`config.mk`:
```
export PLATFORM = sky130hd
export DESIGN_NAME = conv_ctrl
export DESIGN_NICKNAME = d
export VERILOG_FILES = /design/src/conv_ctrl_pkg.sv /design/src/conv_compare.sv /design/src/conv_ctrl.sv
export VERILOG_INCLUDE_DIRS = /design/src /design/src/src
export SDC_FILE = /design/constraint.sdc
export NUM_CORES = 1
export LEC_CHECK = 0
export BUFFER_PORTS_ARGS = -buffer_cell sky130_fd_sc_hd__buf_2
export CAP_MARGIN = 20
export CORE_MARGIN = 4
export CORE_UTILIZATION = 35
export DETAILED_ROUTE_END_ITERATION = 16
export PLACE_DENSITY_LB_ADDON = 0.3
export SLEW_MARGIN = 0
export SYNTH_ARGS = -nofsm -noshare
export SYNTH_HDL_FRONTEND = slang
export SYNTH_SLANG_ARGS = --single-unit
```
`constraint.sdc`:
```
create_clock -name pclk -period 2.86 [get_ports pclk]
set_input_delay 0.572 -clock pclk [delete_from_list [all_inputs] [get_ports pclk]]
set_output_delay 0.572 -clock pclk [all_outputs]
set_load 0.1 [all_outputs]
```
`src/conv_ctrl_defs.svh`:
```
`ifndef CONV_CTRL_DEFS_SVH
`define CONV_CTRL_DEFS_SVH

// Register byte offsets
`define OFF_SC1      12'h000
`define OFF_SC2      12'h004
`define OFF_RESH     12'h008
`define OFF_RESL     12'h00C
`define OFF_CMPH     12'h010
`define OFF_CMPL     12'h014
`define OFF_CFG      12'h018
`define OFF_PWR      12'h01C

// Status and control one fields
`define SC1_DONE     7
`define SC1_IEN      6
`define SC1_CONT     5
`define SC1_CH_HI    4
`define SC1_CH_LO    0
`define SC1_RESET    8'h1F

// Status and control two fields
`define SC2_ACT      7
`define SC2_TRG      6
`define SC2_CMPEN    5
`define SC2_CMPGE    4

// Configuration fields
`define CFG_MODE10   0
`define CFG_CLK_HI   2
`define CFG_CLK_LO   1

// Power register fields
`define PWR_RUN      0
`define PWR_LOW_VOLTAGE_DETECT_STOP_ENABLE    1

// Channel codes
`define CH_LAST_IN   5'h1B
`define CH_RESERVED  5'h1C
`define CH_HIGH_REFERENCE     5'h1D
`define CH_LOW_REFERENCE     5'h1E
`define CH_OFF       5'h1F

// Tick count at which a conversion ends; it lasts one conversion clock tick more than this
`define CONV_TICKS   5'h0E

`endif

```
`src/conv_ctrl_pkg.sv`:
```
package conv_ctrl_pkg;

    typedef enum logic [1:0] {
        ST_IDLE = 2'b00,
        ST_CONV = 2'b01,
        ST_DONE = 2'b11
    } conv_state_t;

    typedef struct packed {
        logic        cmp_en;
        logic        cmp_ge;
        logic        mode10;
        logic [9:0]  cmp_val;
    } cmp_cfg_t;

endpackage

```
`src/conv_compare.sv`:
```
`timescale 1ns/100ps
`include "conv_ctrl_defs.svh"

// Decides whether a finished result is kept and flagged
module conv_compare
    import conv_ctrl_pkg::*;
(
    // Result and settings
    input  wire logic [9:0] result,
    input  wire cmp_cfg_t   cfg,
    // Decision
    output logic            keep
);
    logic [9:0] r;
    logic [9:0] c;
    logic       ge;

    always_comb begin
        // In 8-bit mode the upper compare bits play no part
        r    = cfg.mode10 ? result : {2'h0, result[7:0]};
        c    = cfg.mode10 ? cfg.cmp_val : {2'h0, cfg.cmp_val[7:0]};
        ge   = (r >= c);
        keep = !cfg.cmp_en || (cfg.cmp_ge ? ge : !ge);
    end
endmodule

```
`src/conv_ctrl.sv`:
```
// Overview of operation
// - Hardware trigger accepted in run, wait, and in stop3 only with low-voltage detect kept on
// - Control-one write aborts; restarts conversion only with software trigger
// - Done flag set; compare gates it
// - Control-one write or low read clears flag
// - Interrupt raised when flag sets with enable
// - Single mode: one conversion per trigger
// - Continuous mode: back-to-back after trigger
// - Five-bit channel field selects input
// - All-ones channel powers converter off
// - All-ones stop runs no extra conversion
// - Single mode returns idle after conversion
// - Results right-justified, 10 or 8 bits
// - Automatic compare below or at-or-above value
// - Conversion clock from three sources; setting 10 falls back to the bus clock
// - Trigger select picks write or hardware
// - Direction bit picks at-or-above or below
// - High read locks results until low read, in 10-bit mode only
// - Active bit tracks conversion in progress
`timescale 1ns/100ps
`include "conv_ctrl_defs.svh"

module conv_ctrl
    import conv_ctrl_pkg::*;
(
    // APB slave
    input  wire logic        pclk,
    input  wire logic        presetn,
    input  wire logic        psel,
    input  wire logic        penable,
    input  wire logic        pwrite,
    input  wire logic [11:0] paddr,
    input  wire logic [31:0] pwdata,
    output logic      [31:0] prdata,
    output logic             pready,
    output logic             pslverr,
    // Trigger and asynchronous conversion clock
    input  wire logic        hardware_trigger_input,
    input  wire logic        local_async_conv_clock,
    // Analog front end
    input  wire logic [9:0]  sar_result,
    output logic      [4:0]  analog_channel,
    output logic             analog_power_en,
    output logic             sample_start,
    // Interrupt
    output logic             done_irq
);

    // ----------------------------------------------------------------
    // Registers
    // ----------------------------------------------------------------
    logic [7:0]  sc1_r;
    logic        trg_r;
    logic        cmp_en_r;
    logic        cmp_ge_r;
    logic [9:0]  cmp_r;
    logic        mode10_r;
    logic [1:0]  clk_sel_r;
    logic        pwr_run_r;
    logic        low_voltage_detect_stop_enable_r;
    logic [9:0]  res_r;
    logic        lock_r;
    logic        done_r;
    conv_state_t state_r;
    logic [4:0]  tick_cnt_r;
    logic        div_r;
    logic [2:0]  hwt_sync_r;
    logic [2:0]  ack_sync_r;

    logic        wr_en;
    logic        rd_en;
    logic        sc1_wr;
    logic        off_wr;
    logic        resl_rd;
    logic        resh_rd;
    logic        hwt_rise;
    logic        tick;
    logic        ch_off;
    logic        hw_ok;
    logic        start;
    logic        finish;
    logic        keep;
    logic [9:0]  res_fmt;
    logic [31:0] rd_mux;
    cmp_cfg_t    cfg;

    assign wr_en   = psel && penable && pwrite;
    assign rd_en   = psel && penable && !pwrite;
    assign sc1_wr  = wr_en && (paddr == `OFF_SC1);
    assign off_wr  = sc1_wr && (pwdata[`SC1_CH_HI:`SC1_CH_LO] == `CH_OFF);
    assign resl_rd = rd_en && (paddr == `OFF_RESL);
    assign resh_rd = rd_en && (paddr == `OFF_RESH);
    assign ch_off  = (sc1_r[`SC1_CH_HI:`SC1_CH_LO] == `CH_OFF);

    // ----------------------------------------------------------------
    // Pin synchronisers
    // ----------------------------------------------------------------
    always_ff @(posedge pclk or negedge presetn) begin
        if (!presetn) begin
            hwt_sync_r <= 3'h0;
            ack_sync_r <= 3'h0;
        end else begin
            hwt_sync_r <= {hwt_sync_r[1:0], hardware_trigger_input};
            ack_sync_r <= {ack_sync_r[1:0], local_async_conv_clock};
        end
    end

    assign hwt_rise = hwt_sync_r[1] && !hwt_sync_r[2];

    // In stop3 the trigger counts only with low-voltage detect kept on
    assign hw_ok = pwr_run_r || low_voltage_detect_stop_enable_r;

    // ----------------------------------------------------------------
    // Conversion clock select
    // ----------------------------------------------------------------
    always_ff @(posedge pclk or negedge presetn) begin
        if (!presetn) begin
            div_r <= 1'b0;
        end else begin
            div_r <= !div_r;
        end
    end

    // Async source is seen as its rising edge, so it must be slow
    always_comb begin
        case (clk_sel_r)
            2'b00:   tick = 1'b1;
            2'b01:   tick = div_r;
            2'b11:   tick = ack_sync_r[1] && !ack_sync_r[2];
            default: tick = 1'b1;
        endcase
    end

    // ----------------------------------------------------------------
    // Conversion sequencer
    // ----------------------------------------------------------------
    // A write with the off code starts nothing and aborts what runs
    assign start = !ch_off && state_r == ST_IDLE &&
                   (trg_r ? (hwt_rise && hw_ok) : 1'b0);
    assign finish = (state_r == ST_CONV) && tick &&
                    (tick_cnt_r == `CONV_TICKS);

    always_ff @(posedge pclk or negedge presetn) begin
        if (!presetn) begin
            state_r    <= ST_IDLE;
            tick_cnt_r <= 5'h00;
        end else if (sc1_wr) begin
            tick_cnt_r <= 5'h00;
            // Software trigger restarts here; hardware waits for the pin
            if (off_wr) begin
                state_r <= ST_IDLE;
            end else if (!trg_r) begin
                state_r <= ST_CONV;
            end else begin
                state_r <= ST_IDLE;
            end
        end else begin
            case (state_r)
                ST_IDLE: begin
                    if (start) begin
                        state_r    <= ST_CONV;
                        tick_cnt_r <= 5'h00;
                    end
                end
                ST_CONV: begin
                    if (tick) begin
                        tick_cnt_r <= tick_cnt_r + 5'h01;
                    end
                    if (finish) begin
                        state_r <= ST_DONE;
                    end
                end
                ST_DONE: begin
                    tick_cnt_r <= 5'h00;
                    if (sc1_r[`SC1_CONT] && !ch_off) begin
                        state_r <= ST_CONV;
                    end else begin
                        state_r <= ST_IDLE;
                    end
                end
                default: state_r <= ST_IDLE;
            endcase
        end
    end

    // ----------------------------------------------------------------
    // Result and compare
    // ----------------------------------------------------------------
    assign cfg = '{cmp_en: cmp_en_r, cmp_ge: cmp_ge_r,
                   mode10: mode10_r, cmp_val: cmp_r};

    // 8-bit mode keeps the top eight bits, right-justified
    assign res_fmt = mode10_r ? sar_result : {2'h0, sar_result[9:2]};

    conv_compare u_cmp (
        .result (res_fmt),
        .cfg    (cfg),
        .keep   (keep)
    );

    always_ff @(posedge pclk or negedge presetn) begin
        if (!presetn) begin
            res_r <= 10'h000;
        end else if (finish && keep && !(lock_r && mode10_r)) begin
            res_r <= res_fmt;
        end
    end

    always_ff @(posedge pclk or negedge presetn) begin
        if (!presetn) begin
            lock_r <= 1'b0;
        end else if (resl_rd || !mode10_r) begin
            lock_r <= 1'b0;
        end else if (resh_rd) begin
            lock_r <= 1'b1;
        end
    end

    // Set wins over a clearing access in the same cycle
    always_ff @(posedge pclk or negedge presetn) begin
        if (!presetn) begin
            done_r <= 1'b0;
        end else if (finish && keep) begin
            done_r <= 1'b1;
        end else if (sc1_wr || resl_rd) begin
            done_r <= 1'b0;
        end
    end

    // ----------------------------------------------------------------
    // Software registers
    // ----------------------------------------------------------------
    always_ff @(posedge pclk or negedge presetn) begin
        if (!presetn) begin
            sc1_r     <= `SC1_RESET;
            trg_r     <= 1'b0;
            cmp_en_r  <= 1'b0;
            cmp_ge_r  <= 1'b0;
            cmp_r     <= 10'h000;
            mode10_r  <= 1'b0;
            clk_sel_r <= 2'h0;
            pwr_run_r <= 1'b1;
            low_voltage_detect_stop_enable_r   <= 1'b0;
        end else if (wr_en) begin
            case (paddr)
                `OFF_SC1:  sc1_r <= {1'b0, pwdata[6:0]};
                `OFF_SC2: begin
                    trg_r    <= pwdata[`SC2_TRG];
                    cmp_en_r <= pwdata[`SC2_CMPEN];
                    cmp_ge_r <= pwdata[`SC2_CMPGE];
                end
                `OFF_CMPH: cmp_r[9:8] <= pwdata[1:0];
                `OFF_CMPL: cmp_r[7:0] <= pwdata[7:0];
                `OFF_CFG: begin
                    mode10_r  <= pwdata[`CFG_MODE10];
                    clk_sel_r <= pwdata[`CFG_CLK_HI:`CFG_CLK_LO];
                end
                `OFF_PWR: begin
                    pwr_run_r <= pwdata[`PWR_RUN];
                    low_voltage_detect_stop_enable_r   <= pwdata[`PWR_LOW_VOLTAGE_DETECT_STOP_ENABLE];
                end
                default: ;
            endcase
        end
    end

    // ----------------------------------------------------------------
    // APB read path
    // ----------------------------------------------------------------
    always_comb begin
        rd_mux = 32'h0000_0000;
        case (paddr)
            `OFF_SC1:  rd_mux = {24'h0, done_r, sc1_r[6:0]};
            `OFF_SC2:  rd_mux = {24'h0, (state_r == ST_CONV), trg_r,
                                 cmp_en_r, cmp_ge_r, 4'h0};
            `OFF_RESH: rd_mux = {30'h0, res_r[9:8]};
            `OFF_RESL: rd_mux = {24'h0, res_r[7:0]};
            `OFF_CMPH: rd_mux = {30'h0, cmp_r[9:8]};
            `OFF_CMPL: rd_mux = {24'h0, cmp_r[7:0]};
            `OFF_CFG:  rd_mux = {29'h0, clk_sel_r, mode10_r};
            `OFF_PWR:  rd_mux = {30'h0, low_voltage_detect_stop_enable_r, pwr_run_r};
            default:   rd_mux = 32'h0000_0000;
        endcase
    end

    // Zero-wait slave: pready is registered, low in reset and high from the first clock after it
    always_ff @(posedge pclk or negedge presetn) begin
        if (!presetn) begin
            prdata  <= 32'h0000_0000;
            pready  <= 1'b0;
            pslverr <= 1'b0;
        end else begin
            pready  <= 1'b1;
            pslverr <= 1'b0;
            if (psel && !penable && !pwrite) begin
                prdata <= rd_mux;
            end
        end
    end

    // ----------------------------------------------------------------
    // Analog controls and interrupt
    // ----------------------------------------------------------------
    always_ff @(posedge pclk or negedge presetn) begin
        if (!presetn) begin
            analog_channel  <= `CH_OFF;
            analog_power_en <= 1'b0;
            sample_start    <= 1'b0;
            done_irq        <= 1'b0;
        end else begin
            analog_channel  <= sc1_r[`SC1_CH_HI:`SC1_CH_LO];
            analog_power_en <= !ch_off && (state_r != ST_IDLE);
            sample_start    <= sc1_wr ? (!trg_r && !off_wr) :
                               (start || (state_r == ST_DONE &&
                                sc1_r[`SC1_CONT] && !ch_off));
            done_irq        <= done_r && sc1_r[`SC1_IEN];
        end
    end

    // ----------------------------------------------------------------
    // Checks
    // ----------------------------------------------------------------
    a_irq_level: assert property (@(posedge pclk)
        disable iff (!presetn) done_irq == $past(done_r && sc1_r[`SC1_IEN]))
        else $error("irq not following flag and enable");
    a_done_clear: assert property (@(posedge pclk)
        disable iff (!presetn) (sc1_wr && !(finish && keep)) |=> !done_r)
        else $error("flag not cleared by write");
    a_done_set: assert property (@(posedge pclk)
        disable iff (!presetn) (finish && keep) |=> done_r)
        else $error("flag not set on kept result");
    a_off_abort: assert property (@(posedge pclk)
        disable iff (!presetn) off_wr |=> (state_r == ST_IDLE) [*2])
        else $error("off code did not stop converter");
    a_sw_restart: assert property (@(posedge pclk)
        disable iff (!presetn) (sc1_wr && !trg_r && !off_wr) |=>
        state_r == ST_CONV && tick_cnt_r == 5'h00)
        else $error("write did not restart conversion");
    a_single_idle: assert property (@(posedge pclk)
        disable iff (!presetn)
        (state_r == ST_DONE && !sc1_r[`SC1_CONT] && !sc1_wr) |=>
        state_r == ST_IDLE)
        else $error("single mode did not return idle");
    a_cont_again: assert property (@(posedge pclk)
        disable iff (!presetn)
        (state_r == ST_DONE && sc1_r[`SC1_CONT] && !ch_off && !sc1_wr)
        |=> state_r == ST_CONV)
        else $error("continuous mode did not rerun");
    a_lock_hold: assert property (@(posedge pclk)
        disable iff (!presetn) (lock_r && mode10_r) |=> $stable(res_r))
        else $error("result changed while locked");
    a_hw_start: assert property (@(posedge pclk)
        disable iff (!presetn)
        (state_r == ST_IDLE && trg_r && hwt_rise && hw_ok && !ch_off
         && !sc1_wr) |=> state_r == ST_CONV)
        else $error("hardware trigger ignored");
    a_start_conv: assert property (@(posedge pclk)
        disable iff (!presetn)
        sample_start |-> state_r == ST_CONV && tick_cnt_r == 5'h00)
        else $error("start pulse without fresh conversion");
endmodule

```
==> impl_metrics.csv <==
group,metric,value,unit
synth,syn_area,3650,sq um
cts,postCtsSetupRepairBufs,0,
synth,syn_area_per_cell,10.9,sq um
setup_path,crit_slowest_cell,"dfrtp_2",
global_routing,antenna_found_initial,0,
sta,final_max_slew_viol_count,0,
final_layout,layout.nets,475,
cts,cts_root_buf,"clkbuf_8",
synth,synth_edf_count,0,
setup_path,crit_path_max_incr_delay,460,ps
die,rows,37,
synth,synth_top_family_by_area,"simple AND/OR/NAND/NOR gates",
sta,whs,196,ps
power_and_ir_drop,ir_drop,0.218,mV
global_routing,grt_max_degree,32,
sta,rsz0062_at_grt,"false",
place,dp_hpwl,6600,um
die,io_pins,103,
place,place_ws,-37.3,ps
setup_path,crit_top_cell,"mux2_2",
place,port_buffers,53,
setup_path,worstPathMaxFanout,8,
route,first_pass_iters,6,
synth,ys_seq_area_share,47.0,%
place,place_congestion,0.799,
run_status,status,"complete, no violations",
setup_path,r2r-end,"res_r[2]",
setup_path,startpoint,"mode10_r",
synth,synth-simple-area-share,15.8,%
setup_path,critPathArrivalTime,2970,ps
cts,cts_sinks,68,
synth,synthFlopType,"dfrtp_1",
setup_path,rrSetupSlack,120,ps
synth,synthArstFlopShare,100,%
die,fp.coreArea,10200,sq um
synth,ys_types,59,
synth,synth_area_leader_cell,"dfrtp_1",
synth,synth_area_leaders,"dfrtp_1, dfstp_2, mux2_2",
setup_path,crit_type,"register to register",
final_layout,multi_input_area,1720,sq um
cts,clk_pin_slew_worst_paths,80,ps
power_and_ir_drop,p_leak,2.04,nW
sta,fin_tns_setup,0,ps
setup_path,crit_required,3090,ps
cts,cts_tree,"done",
die,die-width,110,um
route,vias,2610,
global_routing,grt_pass1_vias,2640,
final_layout,drive_gt1_share,34.6,%
global_routing,grt_use_total,14.8,%
power_and_ir_drop,powerDensity,470,nW/um^2
setup_path,path_cells,"mux2_2 -> ha_1 -> a21oi_1 -> o21a_1 -> mux2_2 -> o22ai_1 -> a211o_1 -> buf_4 -> mux2_2",
sta,finClkSkew,18.1,ps
place,placed_cell_area,4050,sq um
route,viasPerCell,4.81,
sta,maxSlewHeadroom,51.5,%
sta,setup_viol,0,
route,drtIter0Drc,88,
synth,ys_ff_latch,68,
sta,timing.final.ws_setup,116,ps
final_layout,seqCellArea,1720,sq um
sta,post-route-min-period,2740,ps
sta,timing_hold_violations_final,0,
flow_run,maxCapViolCount,0,
final_layout,area_delta_synth_final,16.1,%
synth,synth_compound_area_share,9.19,%
sta,tightest_slew,721,ps
setup_path,r2r_start,"mode10_r",
synth,yosysTopAreaCellShare,39.1,%
synth,synth_fa_ha_area_share,4.11,%
route,post_drt_wl_per_cell,15.3,um
synth,synth_xor_area_share,0.720,%
synth,synth_cells,336,
die,dieHeight,110,um
global_routing,grt.overflow.total,0,
final_layout,fill_cells,991,
setup_path,startpoint_type,"register",
synth,muxShareOfSynthArea,14.7,%
cts,insertion_delay,350,ps
synth,synth_common_cells,"dfrtp_1, nand2_1, buf_4",
cts,ctsHoldBuffers,0,
final_layout,final_area,4240,sq um
final_layout,antennaDiodeCount,0,
cts,cts_buffers,9,
route,antenna_left,0,
cts,clock_path_buffers,2,
sta,fmax,364,MHz
synth,yosysWarnings,0,
synth,synth_most_common_cell,"dfrtp_1",
sta,fin_crit_sh,96.0,%
setup_path,end_kind,"register",
cts,htreeDepth,3,
route,wl,8300,um
min_path,min_path_type,"primary input to asynchronous set/reset pin",
final_layout,final_core_util,41.4,%
global_routing,grt_pass1_wl,13500,um
setup_path,r2r_cells,9,
die,initial_core_util,35.7,%
route,drc,0,
die,dieArea,12100,sq um
-- report_power, final --
group          internal [W]  leakage (nW)  switching [W]
registers          0.000974         0.853     0.00000649
clock network      0.000388        0.0900       0.000346
logic             0.0000518          1.10       0.000224
total               0.00141          2.04       0.000577
-- cell type report --
type	count	area share, %
tap	136	4.02
multi-input combinational	239	40.7
clock inverter	1	0.177
clock buffer	15	4.16
inverter	18	1.59
timing repair buffer	66	8.86
sequential	68	40.5
-- cells in the final DEF, fill, tap and decap left out, types with 2 or more instances in the layout --
cell      count
a211o_1       2
a211oi_1      2
a21oi_1      13
a221oi_1      2
and3_1        6
buf_2        53
buf_4        12
clkbuf_1      3
clkbuf_8     12
conb_1       26
dfrtp_1      56
dfstp_2      11
ha_1         12
inv_1        18
mux2_2       25
mux2_4        8
mux2i_1       8
mux4_2        2
nand2_1      42
nand2b_1      4
nand3_1       6
nand3_2       2
nand4_1       5
nor2_1       19
nor2b_1       2
nor3_1        2
nor3b_1       2
o21a_1        3
o21ai_0       5
o221ai_1      5
o311ai_1      2
o31ai_1       4
or2_2         2
xor2_1        3
-- how the worst max path moves through the flow --
stage | to | slack, ps
2_1_floorplan | res_r[1] | 10
3_3_place_gp | res_r[1] | 60
3_5_place_dp | res_r[9] | -40
4_1_cts | res_r[9] | 50
5_1_grt | res_r[5] | 8
6_report | res_r[2] | 120
-- flip-flops by register name (all words and copies together), names as in the netlist, 2 cells and up --
register        count
cmp_r              10
res_r              10
prdata              8
sc1_r               7
analog_channel      5
tick_cnt_r          5
ack_sync_r          3
hwt_sync_r          3
clk_sel_r           2
state_r             2
-- what timing repair did --
action | in CTS | in global routing
endpoints found under the setup margin | 1 | 2
gates cloned | 0 | 0
gates resized for setup | 1 | 2
-- per-layer routing --
layer | vias up | routed length (um) | GRT usage, %
met5 | - | 0 | 0
met1 | 1278 | 3720 | 19.1
met3 | 3 | 422 | 4.08
met4 | 0 | 13 | 3.17
met2 | 65 | 4150 | 24.9
li1 | 1264 | - | -
-- cell families (layout without fill, tap and decap cells) --
kind of cell,after synthesis,in the layout
xor+xnor,3,3
compound gates,48,48
other cells,2,26
flops,68,68
fa+ha+maj,12,12
mux,44,44
simple gates,106,106
buf+inv,53,100
-- worst max-delay path: cells and delay by family (launching register included) --
kind                       cells  cell delay, ps
AOI/OAI and AO/OA              4             670
adders and majority gates      1             300
buffers and inverters          1             140
DFF                            1             460
muxes                          3            1050
-- metrics by stage --
stage                     cells  power (W)
after floorplan             360    0.00123
after global placement      527    0.00127
after detailed placement    527    0.00127
after CTS                   543    0.00202
after global routing        543    0.00208
final                       543    0.00199
(Power assumes the default switching activity.)
